**config.mk**
```make
export PLATFORM = sky130hd
export DESIGN_NAME = tebf_framer
export DESIGN_NICKNAME = d
export VERILOG_FILES = /design/src/tebf_pkg.sv /design/src/tebf_delay.sv /design/src/tebf_serial.sv /design/src/tebf_framer.sv
export VERILOG_INCLUDE_DIRS = /design/src /design/src/src
export SDC_FILE = /design/constraint.sdc
export NUM_CORES = 1
export LEC_CHECK = 0
export BUFFER_PORTS_ARGS = -buffer_cell sky130_fd_sc_hd__buf_4
export CAP_MARGIN = 0
export CORE_ASPECT_RATIO = 1.75
export CORE_MARGIN = 2
export CORE_UTILIZATION = 59
export CTS_CLUSTER_SIZE = 25
export DETAILED_ROUTE_END_ITERATION = 12
export PLACE_DENSITY = 0.78
export SYNTH_ARGS = -nofsm -noshare
export SYNTH_HDL_FRONTEND = slang
export SYNTH_HIERARCHICAL = 1
export SYNTH_SLANG_ARGS = --single-unit
```
**constraint.sdc**
```tcl
create_clock -name clk -period 6.7 [get_ports clk]
set_input_delay 0.335 -clock clk [delete_from_list [all_inputs] [get_ports clk]]
set_output_delay 0.335 -clock clk [all_outputs]
set_load 0.03 [all_outputs]
```
**src/tebf_params.svh**
```systemverilog
// constants of the trigger and event bundle framer
`ifndef TEBF_PARAMS_SVH
`define TEBF_PARAMS_SVH
`define TEBF_TYPE_THR_EARLY   8'h14
`define TEBF_TYPE_THR_LATE    8'h15
`define TEBF_TYPE_STA_EARLY   8'h16
`define TEBF_TYPE_STA_LATE    8'h17
`define TEBF_TYPE_EVENT       8'h18
`define TEBF_TYPE_FILLER      8'h09
`define TEBF_CAUSE_EXTERNAL   8'h01
`define TEBF_CAUSE_INTERNAL   8'h02
`define TEBF_CAUSE_MANUAL     8'h04
`define TEBF_BUNDLE_LEN       5'd17
`define TEBF_LAST_IDX         5'd16
`define TEBF_SUBSEC_MAX       16'd9999
`define TEBF_FILL_BYTE        8'h00
`define TEBF_CHAN_POS         5
`define TEBF_TRIG_POS         0
`endif

```
**src/tebf_pkg.sv**
```systemverilog
// types of the trigger and event bundle framer
package tebf_pkg;
    typedef struct packed {
        logic [31:0] seconds;
        logic [15:0] subsec;
        logic [31:0] long_term_average;
        logic [15:0] half_period;
        logic [15:0] peak_offset;
        logic [2:0]  channel;
        logic [4:0]  trigger;
        logic [23:0] peak_amp;
    } tebf_trig_t;

    typedef struct packed {
        logic [31:0] start_seconds;
        logic [31:0] end_seconds;
        logic [7:0]  cause;
        logic [7:0]  trig_flags;
    } tebf_event_t;

    typedef enum logic [2:0] {
        TEBF_K_THR_EARLY = 3'b000,
        TEBF_K_THR_LATE  = 3'b001,
        TEBF_K_STA_EARLY = 3'b010,
        TEBF_K_STA_LATE  = 3'b011,
        TEBF_K_EVENT     = 3'b100,
        TEBF_K_FILLER    = 3'b101
    } tebf_kind_t;

    typedef struct packed {
        logic [7:0] data;
        logic       first;
        logic       last;
    } tebf_byte_t;
endpackage : tebf_pkg

```
**src/tebf_delay.sv**
```systemverilog
// programmable delay from a trigger edge to its report request
`timescale 1ns/100ps
module tebf_delay #(
    parameter int CNT_W = 24
) (
    input  wire logic             clk,
    input  wire logic             nrst,
    input  wire logic             start,
    input  wire logic [CNT_W-1:0] delay,
    input  wire logic             taken,
    output logic                  due
);
    logic [CNT_W-1:0] cnt_reg,  cnt_next;
    logic             run_reg,  run_next;
    logic             due_reg,  due_next;

    always_comb begin
        cnt_next = cnt_reg;
        run_next = run_reg;
        due_next = due_reg;
        if (taken) begin
            due_next = 1'b0;
        end
        if (start) begin
            cnt_next = delay;
            run_next = 1'b1;
        end else if (run_reg) begin
            if (cnt_reg == '0) begin
                run_next = 1'b0;
                due_next = 1'b1;
            end else begin
                cnt_next = cnt_reg - 1'b1;
            end
        end
    end

    always_ff @(posedge clk or negedge nrst) begin
        if (!nrst) begin
            cnt_reg <= '0;
            run_reg <= 1'b0;
            due_reg <= 1'b0;
        end else begin
            cnt_reg <= cnt_next;
            run_reg <= run_next;
            due_reg <= due_next;
        end
    end

    assign due = due_reg;
endmodule : tebf_delay

```
**src/tebf_serial.sv**
```systemverilog
// seventeen-byte bundle shift-out with ready/valid
`timescale 1ns/100ps
`include "tebf_params.svh"
module tebf_serial (
    input  wire logic                   clk,
    input  wire logic                   nrst,
    input  wire logic                   load,
    input  wire logic [17*8-1:0]        bundle,
    output logic                        busy,
    output tebf_pkg::tebf_byte_t        out_byte,
    output logic                        out_valid,
    input  wire logic                   out_ready
);
    import tebf_pkg::*;
    logic [17*8-1:0] buf_reg, buf_next;
    logic [4:0]      idx_reg, idx_next;
    logic            vld_reg, vld_next;
    logic            first_reg, first_next;
    logic            last_reg, last_next;

    // the vector shifts up on every accepted byte, so the output byte is a plain flop slice
    always_comb begin
        buf_next   = buf_reg;
        idx_next   = idx_reg;
        vld_next   = vld_reg;
        first_next = first_reg;
        last_next  = last_reg;
        if (vld_reg && out_ready) begin
            buf_next   = {buf_reg[127:0], 8'h00};
            first_next = 1'b0;
            if (idx_reg == `TEBF_LAST_IDX) begin
                vld_next  = 1'b0;
                idx_next  = '0;
                last_next = 1'b0;
            end else begin
                idx_next  = idx_reg + 5'd1;
                last_next = (idx_reg == `TEBF_LAST_IDX - 5'd1);
            end
        end
        if (load && !vld_reg) begin
            buf_next   = bundle;
            idx_next   = '0;
            vld_next   = 1'b1;
            first_next = 1'b1;
            last_next  = 1'b0;
        end
    end

    always_ff @(posedge clk or negedge nrst) begin
        if (!nrst) begin
            buf_reg <= '0;
            idx_reg <= '0;
            vld_reg <= 1'b0;
            first_reg <= 1'b0;
            last_reg <= 1'b0;
        end else begin
            buf_reg <= buf_next;
            idx_reg <= idx_next;
            vld_reg <= vld_next;
            first_reg <= first_next;
            last_reg <= last_next;
        end
    end

    // byte 0 sits at the top of the vector
    assign out_byte.data  = buf_reg[135:128];
    assign out_byte.first = first_reg;
    assign out_byte.last  = last_reg;
    assign out_valid      = vld_reg;
    assign busy           = vld_reg;
endmodule : tebf_serial

```
**src/tebf_framer.sv**
```systemverilog
// trigger report and event bundle framer
`timescale 1ns/100ps
`include "tebf_params.svh"
module tebf_framer #(
    parameter int CNT_W      = 24,
    parameter bit BIG_ENDIAN = 1'b1
) (
    input  wire logic                   clk,
    input  wire logic                   nrst,
    input  wire logic                   thr_start,
    input  wire logic                   thr_end,
    input  wire logic                   sta_start,
    input  wire logic                   sta_end,
    input  wire tebf_pkg::tebf_trig_t   trig_stats,
    input  wire logic [CNT_W-1:0]       early_delay,
    input  wire logic [CNT_W-1:0]       late_delay,
    input  wire logic                   event_req,
    input  wire tebf_pkg::tebf_event_t  event_info,
    input  wire logic                   fill_req,
    output tebf_pkg::tebf_byte_t        out_byte,
    output logic                        out_valid,
    input  wire logic                   out_ready,
    output logic                        event_busy
);
    import tebf_pkg::*;

    // per report kind: 0 thr early, 1 thr late, 2 sta early, 3 sta late
    logic [3:0]  start_ev;
    logic [3:0]  due;
    logic [3:0]  take;
    tebf_trig_t  snap_reg [4];
    tebf_trig_t  snap_next [4];
    logic [1:0]  early_sent_reg, early_sent_next;
    logic        ev_pend_reg,    ev_pend_next;
    tebf_event_t ev_reg,         ev_next;
    logic        fill_pend_reg,  fill_pend_next;
    logic        ser_busy;
    logic        load;
    logic [135:0] bundle;
    logic        evb_reg;

    assign start_ev = {sta_end, sta_start, thr_end, thr_start};

    genvar g;
    generate
        for (g = 0; g < 4; g++) begin : g_dly
            tebf_delay #(.CNT_W(CNT_W)) u_dly (
                .clk   (clk),
                .nrst  (nrst),
                .start (start_ev[g]),
                .delay (g[0] ? late_delay : early_delay),
                .taken (take[g]),
                .due   (due[g])
            );
        end
    endgenerate

    // multi-byte field in the chosen byte order
    function automatic logic [31:0] ord(input logic [31:0] v, input int n);
        logic [31:0] r;
        r = v;
        if (!BIG_ENDIAN) begin
            r = '0;
            for (int i = 0; i < 4; i++) begin
                if (i < n) begin
                    r[(n-1-i)*8 +: 8] = v[i*8 +: 8];
                end
            end
        end
        return r;
    endfunction : ord

    function automatic logic [135:0] pack_report(input tebf_trig_t s, input logic [7:0] typ, input logic late);
        logic [31:0] sec;
        logic [31:0] sub;
        logic [31:0] avg;
        logic [31:0] hp;
        logic [31:0] po;
        logic [31:0] pk;
        logic [7:0]  ct;
        sec = ord(s.seconds, 4);
        sub = ord({16'h0000, s.subsec}, 2);
        avg = ord({16'h0000, late ? s.long_term_average[31:16] : s.long_term_average[15:0]}, 2);
        hp  = ord({16'h0000, s.half_period}, 2);
        po  = ord({16'h0000, s.peak_offset}, 2);
        pk  = ord({8'h00, s.peak_amp}, 3);
        ct  = {s.channel, s.trigger};
        return {typ, sec, sub[15:0], avg[15:0], hp[15:0], po[15:0], ct, pk[23:0]};
    endfunction : pack_report

    // pick the next bundle: early reports (thr, then sta), then late reports (thr, then sta), then event, then filler
    always_comb begin
        take   = 4'h0;
        load   = 1'b0;
        bundle = '0;
        if (!ser_busy) begin
            if (due[0]) begin
                take[0] = 1'b1;
                bundle  = pack_report(snap_reg[0], `TEBF_TYPE_THR_EARLY, 1'b0);
            end else if (due[2]) begin
                take[2] = 1'b1;
                bundle  = pack_report(snap_reg[2], `TEBF_TYPE_STA_EARLY, 1'b0);
            end else if (due[1] && early_sent_reg[0]) begin
                take[1] = 1'b1;
                bundle  = pack_report(snap_reg[1], `TEBF_TYPE_THR_LATE, 1'b1);
            end else if (due[3] && early_sent_reg[1]) begin
                take[3] = 1'b1;
                bundle  = pack_report(snap_reg[3], `TEBF_TYPE_STA_LATE, 1'b1);
            end else if (ev_pend_reg) begin
                bundle  = {`TEBF_TYPE_EVENT, ord(ev_reg.start_seconds, 4), ord(ev_reg.end_seconds, 4),
                           ev_reg.cause, ev_reg.trig_flags, 48'h0};
            end else if (fill_pend_reg) begin
                bundle  = {`TEBF_TYPE_FILLER, {16{`TEBF_FILL_BYTE}}};
            end
            load = |take || ev_pend_reg || fill_pend_reg;
        end
    end

    always_comb begin
        for (int k = 0; k < 4; k++) begin
            snap_next[k] = snap_reg[k];
        end
        early_sent_next = early_sent_reg;
        ev_pend_next    = ev_pend_reg;
        ev_next         = ev_reg;
        fill_pend_next  = fill_pend_reg;
        // early stats are caught at the start edge and again each cycle their due report waits, late ones at the end edge that starts their delay
        for (int k = 0; k < 4; k++) begin
            if (start_ev[k]) begin
                snap_next[k] = trig_stats;
            end
            if (due[k] && !take[k] && k[0] == 1'b0) begin
                snap_next[k] = trig_stats;
            end
        end
        for (int c = 0; c < 2; c++) begin
            if (take[2*c]) begin
                early_sent_next[c] = 1'b1;
            end
            if (take[2*c+1]) begin
                early_sent_next[c] = 1'b0;
            end
            if (start_ev[2*c]) begin
                early_sent_next[c] = 1'b0;
            end
        end
        if (load && !(|take) && ev_pend_reg) begin
            ev_pend_next = 1'b0;
        end else if (load && !(|take) && fill_pend_reg) begin
            fill_pend_next = 1'b0;
        end
        if (event_req && !ev_pend_reg) begin
            ev_pend_next = 1'b1;
            ev_next      = event_info;
        end
        if (fill_req) begin
            fill_pend_next = 1'b1;
        end
    end

    always_ff @(posedge clk or negedge nrst) begin
        if (!nrst) begin
            for (int k = 0; k < 4; k++) begin
                snap_reg[k] <= '0;
            end
            early_sent_reg <= '0;
            ev_pend_reg    <= 1'b0;
            ev_reg         <= '0;
            fill_pend_reg  <= 1'b0;
            evb_reg        <= 1'b0;
        end else begin
            for (int k = 0; k < 4; k++) begin
                snap_reg[k] <= snap_next[k];
            end
            early_sent_reg <= early_sent_next;
            ev_pend_reg    <= ev_pend_next;
            ev_reg         <= ev_next;
            fill_pend_reg  <= fill_pend_next;
            evb_reg        <= ev_pend_next;
        end
    end

    tebf_serial u_ser (
        .clk       (clk),
        .nrst      (nrst),
        .load      (load),
        .bundle    (bundle),
        .busy      (ser_busy),
        .out_byte  (out_byte),
        .out_valid (out_valid),
        .out_ready (out_ready)
    );

    assign event_busy = evb_reg;
endmodule : tebf_framer

```
==> results.tsv, run 1 <==
metric	value	unit
die area	72100	µm²
WP data arrival	4320	ps
layout cells sized above 1	26.20	%
period utilisation layout	56.06	%
GP Congestion	0.9436	
Layout area overhead	17.59	%
# Max-Cap Violations	0	
DRC Markers	0	
final hold vios	0	
synthesized area	41230	µm²
CTS tree	done	
Starting Density	59.46	%
DR vias	32670	
nets	4301	
Post-CTS Setup Bufs	0	
Routed Antenna Nets	0	
Synth top area share	51.22	%
leakage	0.02051	µW
fmax	266.3	MHz
synth top area cells	dfrtp_1 51%, mux2_2 15%, nand2_1 3.7%	
largest vdd supply drop	0.3063	mV
first-pass GRT wire length	188400	µm
buffer depth of the longest clock path	3	
Detail Placement HPWL	71950	µm
Worst Skew	18.39	ps
Hold Slack	25.57	ps
initial DRC count	2677	
core area	69350	µm²
Worst-path clk slew	70	ps
Netlist cell types	83	
Avg Cell Area, Syn	11.21	µm²
Die Wd	203.8	µm
CTS Root Cell	clkbuf_16	
CP Launch Type	register	
port bufs	292	
worst slew pin tran	1211	ps
final WL	120600	µm
post-synth top area cell	dfrtp_1	
RSZ-0062 raised after global routing	no	
aggregate global-route resource usage	33.36	%
IO Count	293	
top_reg_cell synth	dfrtp_1	
number of synthesized flops with an enable pin	0	
largest net degree at the start of global routing	184	
die height	353.7	µm
Worst Path Required	7260	ps
FFs w/ async S/R, synth	100.0	%
site row count	128	
Initial DRT Pass Iterations	6	
synth warn	6	
Seq cells post-synth	844	
Rel. slew slack	19.23	%
Power Density	325.9	nW/µm²
initial antenna violation count	16	
grt total ovfl	0	
H-tree depth	3	
Period minus WS final	3756	ps
via count of the first global-routing pass	34090	
commonest non-fill, non-tap cell in the layout	dfrtp_1	
CP Capture Type	register	
Seq/Total Area, Yosys	51.22	%
WL/cell	24.15	µm
Final Setup Violations	0	
most frequent cells in the layout	838 x dfrtp_1, 534 x mux2_2, 410 x nand2_1	
TNS Setup	0	ps
Vias/cell	6.541	
Clock Latency Late Sink	630	ps
Num CTS Buffers	78	
max FFs per register	512	
HP Class	in -> reg	
Worst Path Max Fanout	63	
status	finished, final reports clean	
Max Transition Viols Final	0	
cell count after synthesis	3678	
CTS sink cnt	844	
crit path kind	reg -> reg	
power by group:
group	switching [µW]	internal (µW)
registers	739	6010
logic	2370	1820
clock network	1970	2900
total	5080	10700
critical path, stage by stage, from the launching register on:
cell and delay [ps]:
dfrtp_4 970, a22o_1 280, nor3_1 90, a21oi_1 390
nor2b_4 870, buf_4 670, a22oi_1 220, nand2_1 120
synth_stat cells (all sizes together) (8+ instances only):
| library cell | n |
|---|---|
| o311ai | 132 |
| mux2i | 16 |
| or3 | 17 |
| o311a | 12 |
| dfrtp | 844 |
| a22oi | 125 |
| o22a | 8 |
| nand2b | 60 |
| nand3b | 80 |
| clkbuf | 141 |
| nor3b | 9 |
| o31ai | 9 |
| a211oi | 8 |
| a21oi | 227 |
| a22o | 14 |
| nand3 | 65 |
| nand4 | 13 |
| buf | 182 |
| or2 | 8 |
| nor2b | 83 |
| a31oi | 15 |
| o21ai | 73 |
| o22ai | 34 |
| mux2 | 544 |
| or4 | 37 |
| a311o | 80 |
| nor3 | 25 |
| nor4 | 45 |
| ha | 11 |
| o211a | 9 |
| nor2 | 65 |
| nand2 | 411 |
| a32o | 48 |
| inv | 109 |
area by class of cell:
class	instances	area, µm²
clock buffer	109	2260
sequential	844	21140
fill	5048	20860
antenna	16	40.04
multi-input combinational	2404	18000
clock inverter	30	518.0
inverter	109	411.6
timing repair buffer	572	4977
tap	910	1139
cell families after synthesis:
logic type / share of synthesized area (%)
AO/OA/AOI/OAI: 15.61
XOR/XNOR: 0.1274
adder cells (fa/ha/maj): 0.3338
buffers and inverters: 5.338
flip-flops: 51.22
multiplexers: 15.33
other: 0.009095
AND/OR/NAND/NOR: 12.03
path summary, 6_finish.rpt:
path / from / endpoint / slack, ps / cells past startpoint
max in group asynchronous: nrst / g_dly[1].u_dly/due / 4610 / 3
min in group asynchronous: nrst / g_dly[1].u_dly/cnt_reg[4] / 340 / 2
max: early_sent_reg[0] / u_ser/buf_reg[119] / 2940 / 7
max reg2reg: early_sent_reg[0] / u_ser/buf_reg[119] / 2940 / 7
min reg2reg: u_ser/buf_reg[70] / u_ser/buf_reg[70] / 480 / 2
min: late_delay[7] / g_dly[1].u_dly/cnt_reg[7] / 30 / 3
repair_timing:
item,CTS,global route
hold buffers,240,0
resized for setup,0,0
hold endpoints to repair,722,0
stage by stage:
step / power, µW / cell area [µm²] / util, % / instances / setup WS, ps
2_1_floorplan: 9542 / 41240 / - / 3680 / 4423
3_5_place_dp: 10770 / 43270 / 62.39 / 4599 / 3026
6_report: 15800 / 48490 / 69.92 / 4994 / 2944
5_1_grt: 16450 / 48470 / 69.90 / 4988 / 2769
4_1_cts: 15770 / 48450 / 69.86 / 4978 / 2977
3_3_place_gp: 10660 / 43270 / 62.39 / 4599 / 3107
metal layers:
| layer | track usage (%) | share of wire (%) | vias to the layer above |
|---|---|---|---|
| li1 | - | - | 14270 |
| met4 | 18.73 | 5.3 | 6 |
| met2 | 57.67 | 51 | 1462 |
| met3 | 5.035 | 6.7 | 375 |
| met5 | 0 | 0.028 | - |
| met1 | 39.61 | 37 | 16560 |
No activity file was read; power rests on OpenSTA's default activity.
==> run 2: changes to the inputs <==
ABC_AREA = 1   (was default)
CORE_UTILIZATION = 55   (was 59)
PLACE_DENSITY = 0.77   (was 0.78)
clock period = 3.1 ns   (was 6.7 ns; I/O delays follow)
==> run 2 against run 1 <==
Count of clock-buffer cells in the layout unchanged; worst hold slack improved by 59 ps; clock power increased by 130%; clock skew decreased by 1.3 ps; register-to-register slack got worse by 2200 ps; cell count increased by 37%; worst setup slack got worse by 2200 ps; die area increased by 10%; highest routed layer unchanged.
==> results.tsv, run 2 <==
metric	value	unit
HP Class	in -> async	
Worst Skew	17.07	ps
R2R cell count	10	
H-tree depth	3	
slowest stage delay, CP	450	ps
gr busiest metal	met2	
die area	79400	µm²
worst slack, placed	776.9	ps
slowest CP cell	clkinv_2	
first-pass GRT wire length	204000	µm
synthesized area	42390	µm²
synth top area cells	dfrtp_1 50%, nand2_1 12%, o21ai_0 6.0%	
DRC Markers	0	
commonest cells in the netlist	1367 x nand2_1, 844 x dfrtp_1, 598 x inv_1, 509 x o21ai_0, 497 x nor2_1	
Detail Placement HPWL	78040	µm
Vias/cell	5.619	
Seq/Total Area, Yosys	49.82	%
Clock Latency Late Sink	660	ps
WP data arrival	2890	ps
period utilisation layout	76.59	%
largest net degree at the start of global routing	268	
layout cells sized above 1	12.59	%
Rel. slew slack	17.00	%
Synth top area share	49.82	%
site row count	134	
RSZ-0062 raised after global routing	no	
Power Density	650.2	nW/µm²
number of synthesized flops with an enable pin	0	
CP Launch Type	register	
grt met2 use	55.56	%
final total power	33060	µW
core area	76290	µm²
max FFs per register	512	
final WL	128800	µm
Initial DRT Pass Iterations	6	
GR Util met3	4.932	%
Starting Density	55.57	%
most frequent cells in the layout	1364 x nand2_1, 841 x dfrtp_1, 598 x inv_1	
filler instances	6080	
CTS Root Cell	clkbuf_16	
leakage	0.02431	µW
port bufs	292	
Worst Path Required	3620	ps
Seq cells post-synth	844	
CP delay by family, top	buffers and inverters	
post-synth top area cell	dfrtp_1	
CP Capture Type	register	
Routed Antenna Nets	0	
Die Wd	213.9	µm
Layout area overhead	19.94	%
buffer depth of the longest clock path	3	
# Max-Cap Violations	0	
TNS Setup	0	ps
final worst slack	725.8	ps
via count of the first global-routing pass	38090	
top_reg_cell synth	dfrtp_1	
worst r2r src	g_dly[1].u_dly/due	
crit path kind	reg -> reg	
Period minus WS final	2374	ps
die height	371.3	µm
Post-CTS Setup Bufs	0	
Layout Utilization	66.65	%
cell mode on critical path	nand2_1	
DR vias	38350	
Avg Cell Area, Syn	7.955	µm²
CTS tree	done	
WL/cell	18.88	µm
GP Congestion	0.9264	
cell count after synthesis	5329	
worst path cell trace	nand2_4 -> nand2_1 -> nor2_2 -> a31oi_1 -> nand2_1 -> nand2_4 -> clkinv_2 -> buf_4 -> nand2_1 -> o211ai_1	
status	finished, final reports clean	
synth warn	6	
Worst-path clk slew	70	ps
fmax	421.2	MHz
initial DRC count	3625	
commonest non-fill, non-tap cell in the layout	nand2_1	
global routing usage on met1	41.06	%
Netlist cell types	35	
nets	6020	
initial antenna violation count	15	
CTS sink cnt	844	
R2R setup slack	730	ps
worst path bufs/invs	2	
Hold Slack	84.27	ps
final hold vios	0	
Max Transition Viols Final	0	
worst slew pin tran	1245	ps
FFs w/ async S/R, synth	100.0	%
R2R Path End	u_ser/buf_reg[109]	
grt total ovfl	0	
aggregate global-route resource usage	32.85	%
Final Setup Violations	0	
most common cell in the netlist	nand2_1	
Worst Path Max Fanout	27	
IO Count	293	
Num CTS Buffers	80	
largest vdd supply drop	0.6215	mV
[run 2: cell types whose count changed in the layout (fill, tap and decap cells not counted), moves of 55 or more]
| cell | previous run | this run |
|---|---|---|
| a22oi_1 | 124 | 0 |
| a311o_1 | 80 | 0 |
| inv_1 | 108 | 598 |
| mux2_2 | 534 | 136 |
| nand2_1 | 410 | 1364 |
| nand2b_1 | 60 | 0 |
| nand3_1 | 65 | 358 |
| nand3b_1 | 80 | 25 |
| nor2_1 | 64 | 497 |
| nor2b_1 | 80 | 0 |
| o211ai_1 | 6 | 112 |
| o21ai_0 | 60 | 509 |
| o21ai_1 | 13 | 155 |
| o311ai_0 | 106 | 0 |
[run 2: power by group]
group | total, µW | internal (µW) | switching [µW]
clock | 11000 | 6510 | 4470
combinational | 8210 | 3090 | 5110
sequential | 13900 | 12800 | 1080
[run 2: metrics by stage]
stage / cell area [µm²] / std cells
after CTS: 50820 / 6812
after detailed placement: 45030 / 6380
after global placement: 45030 / 6380
after floorplan: 42400 / 5331
final: 50850 / 6824
after global routing: 50840 / 6822
[run 2: worst reg2reg max path, cell delays in order, from the launching register on]
cell      delay, ps
dfrtp_1         410
nand2_4          90
nand2_1         130
nor2_2           80
a31oi_1         220
nand2_1         150
nand2_4          90
clkinv_2        450
buf_4           430
nand2_1         110
o211ai_1         80
[run 2: worst max path at each step]
stage,startpoint,depth (start not counted),to,slack (ps)
6_report,g_dly[1].u_dly/due,10,u_ser/buf_reg[109],730
2_1_floorplan,g_dly[0].u_dly/due,12,u_ser/buf_reg[77],1170
3_5_place_dp,g_dly[1].u_dly/due,10,u_ser/buf_reg[109],780
5_1_grt,g_dly[3].u_dly/cnt_reg[0],9,g_dly[3].u_dly/cnt_reg[5],490
4_1_cts,g_dly[1].u_dly/due,10,u_ser/buf_reg[131],770
3_3_place_gp,g_dly[1].u_dly/due,10,u_ser/buf_reg[131],830
[run 2: area by class of cell]
cell class,instances,area (µm²),area share [%]
Clock inverter,37,569.3,1.120
Multi-Input combinational cell,3545,17270,33.97
Timing Repair Buffer,645,5901,11.61
Clock buffer,109,2355,4.631
Inverter,612,2308,4.540
Tap cell,1020,1276,2.510
Sequential cell,844,21130,41.56
Antenna cell,12,30.03,0.05906
[run 2: logic make-up after synthesis]
| logic type | synth area share (%) |
|---|---|
| xor+xnor | 0.2686 |
| buf+inv | 9.574 |
| mux | 4.250 |
| fa+ha+maj | 0.3247 |
| other cells | 0.008846 |
| flops | 49.82 |
| compound gates | 12.95 |
| simple gates | 22.80 |
[run 2: repair_timing]
action                                 CTS  global route
setup endpoints to repair                0             0
gates resized for setup                  0             0
endpoints found under the hold margin  815             0
hold buffers                           286             0
[run 2: per-layer routing]
layer | wire length [µm] | part of all wire [%] | vias to the layer above
met5 | 50 | 0.039 | -
met1 | 49820 | 39 | 18520
li1 | - | - | 17820
met2 | 63860 | 50 | 1617
met3 | 8749 | 6.8 | 376
met4 | 6318 | 4.9 | 8
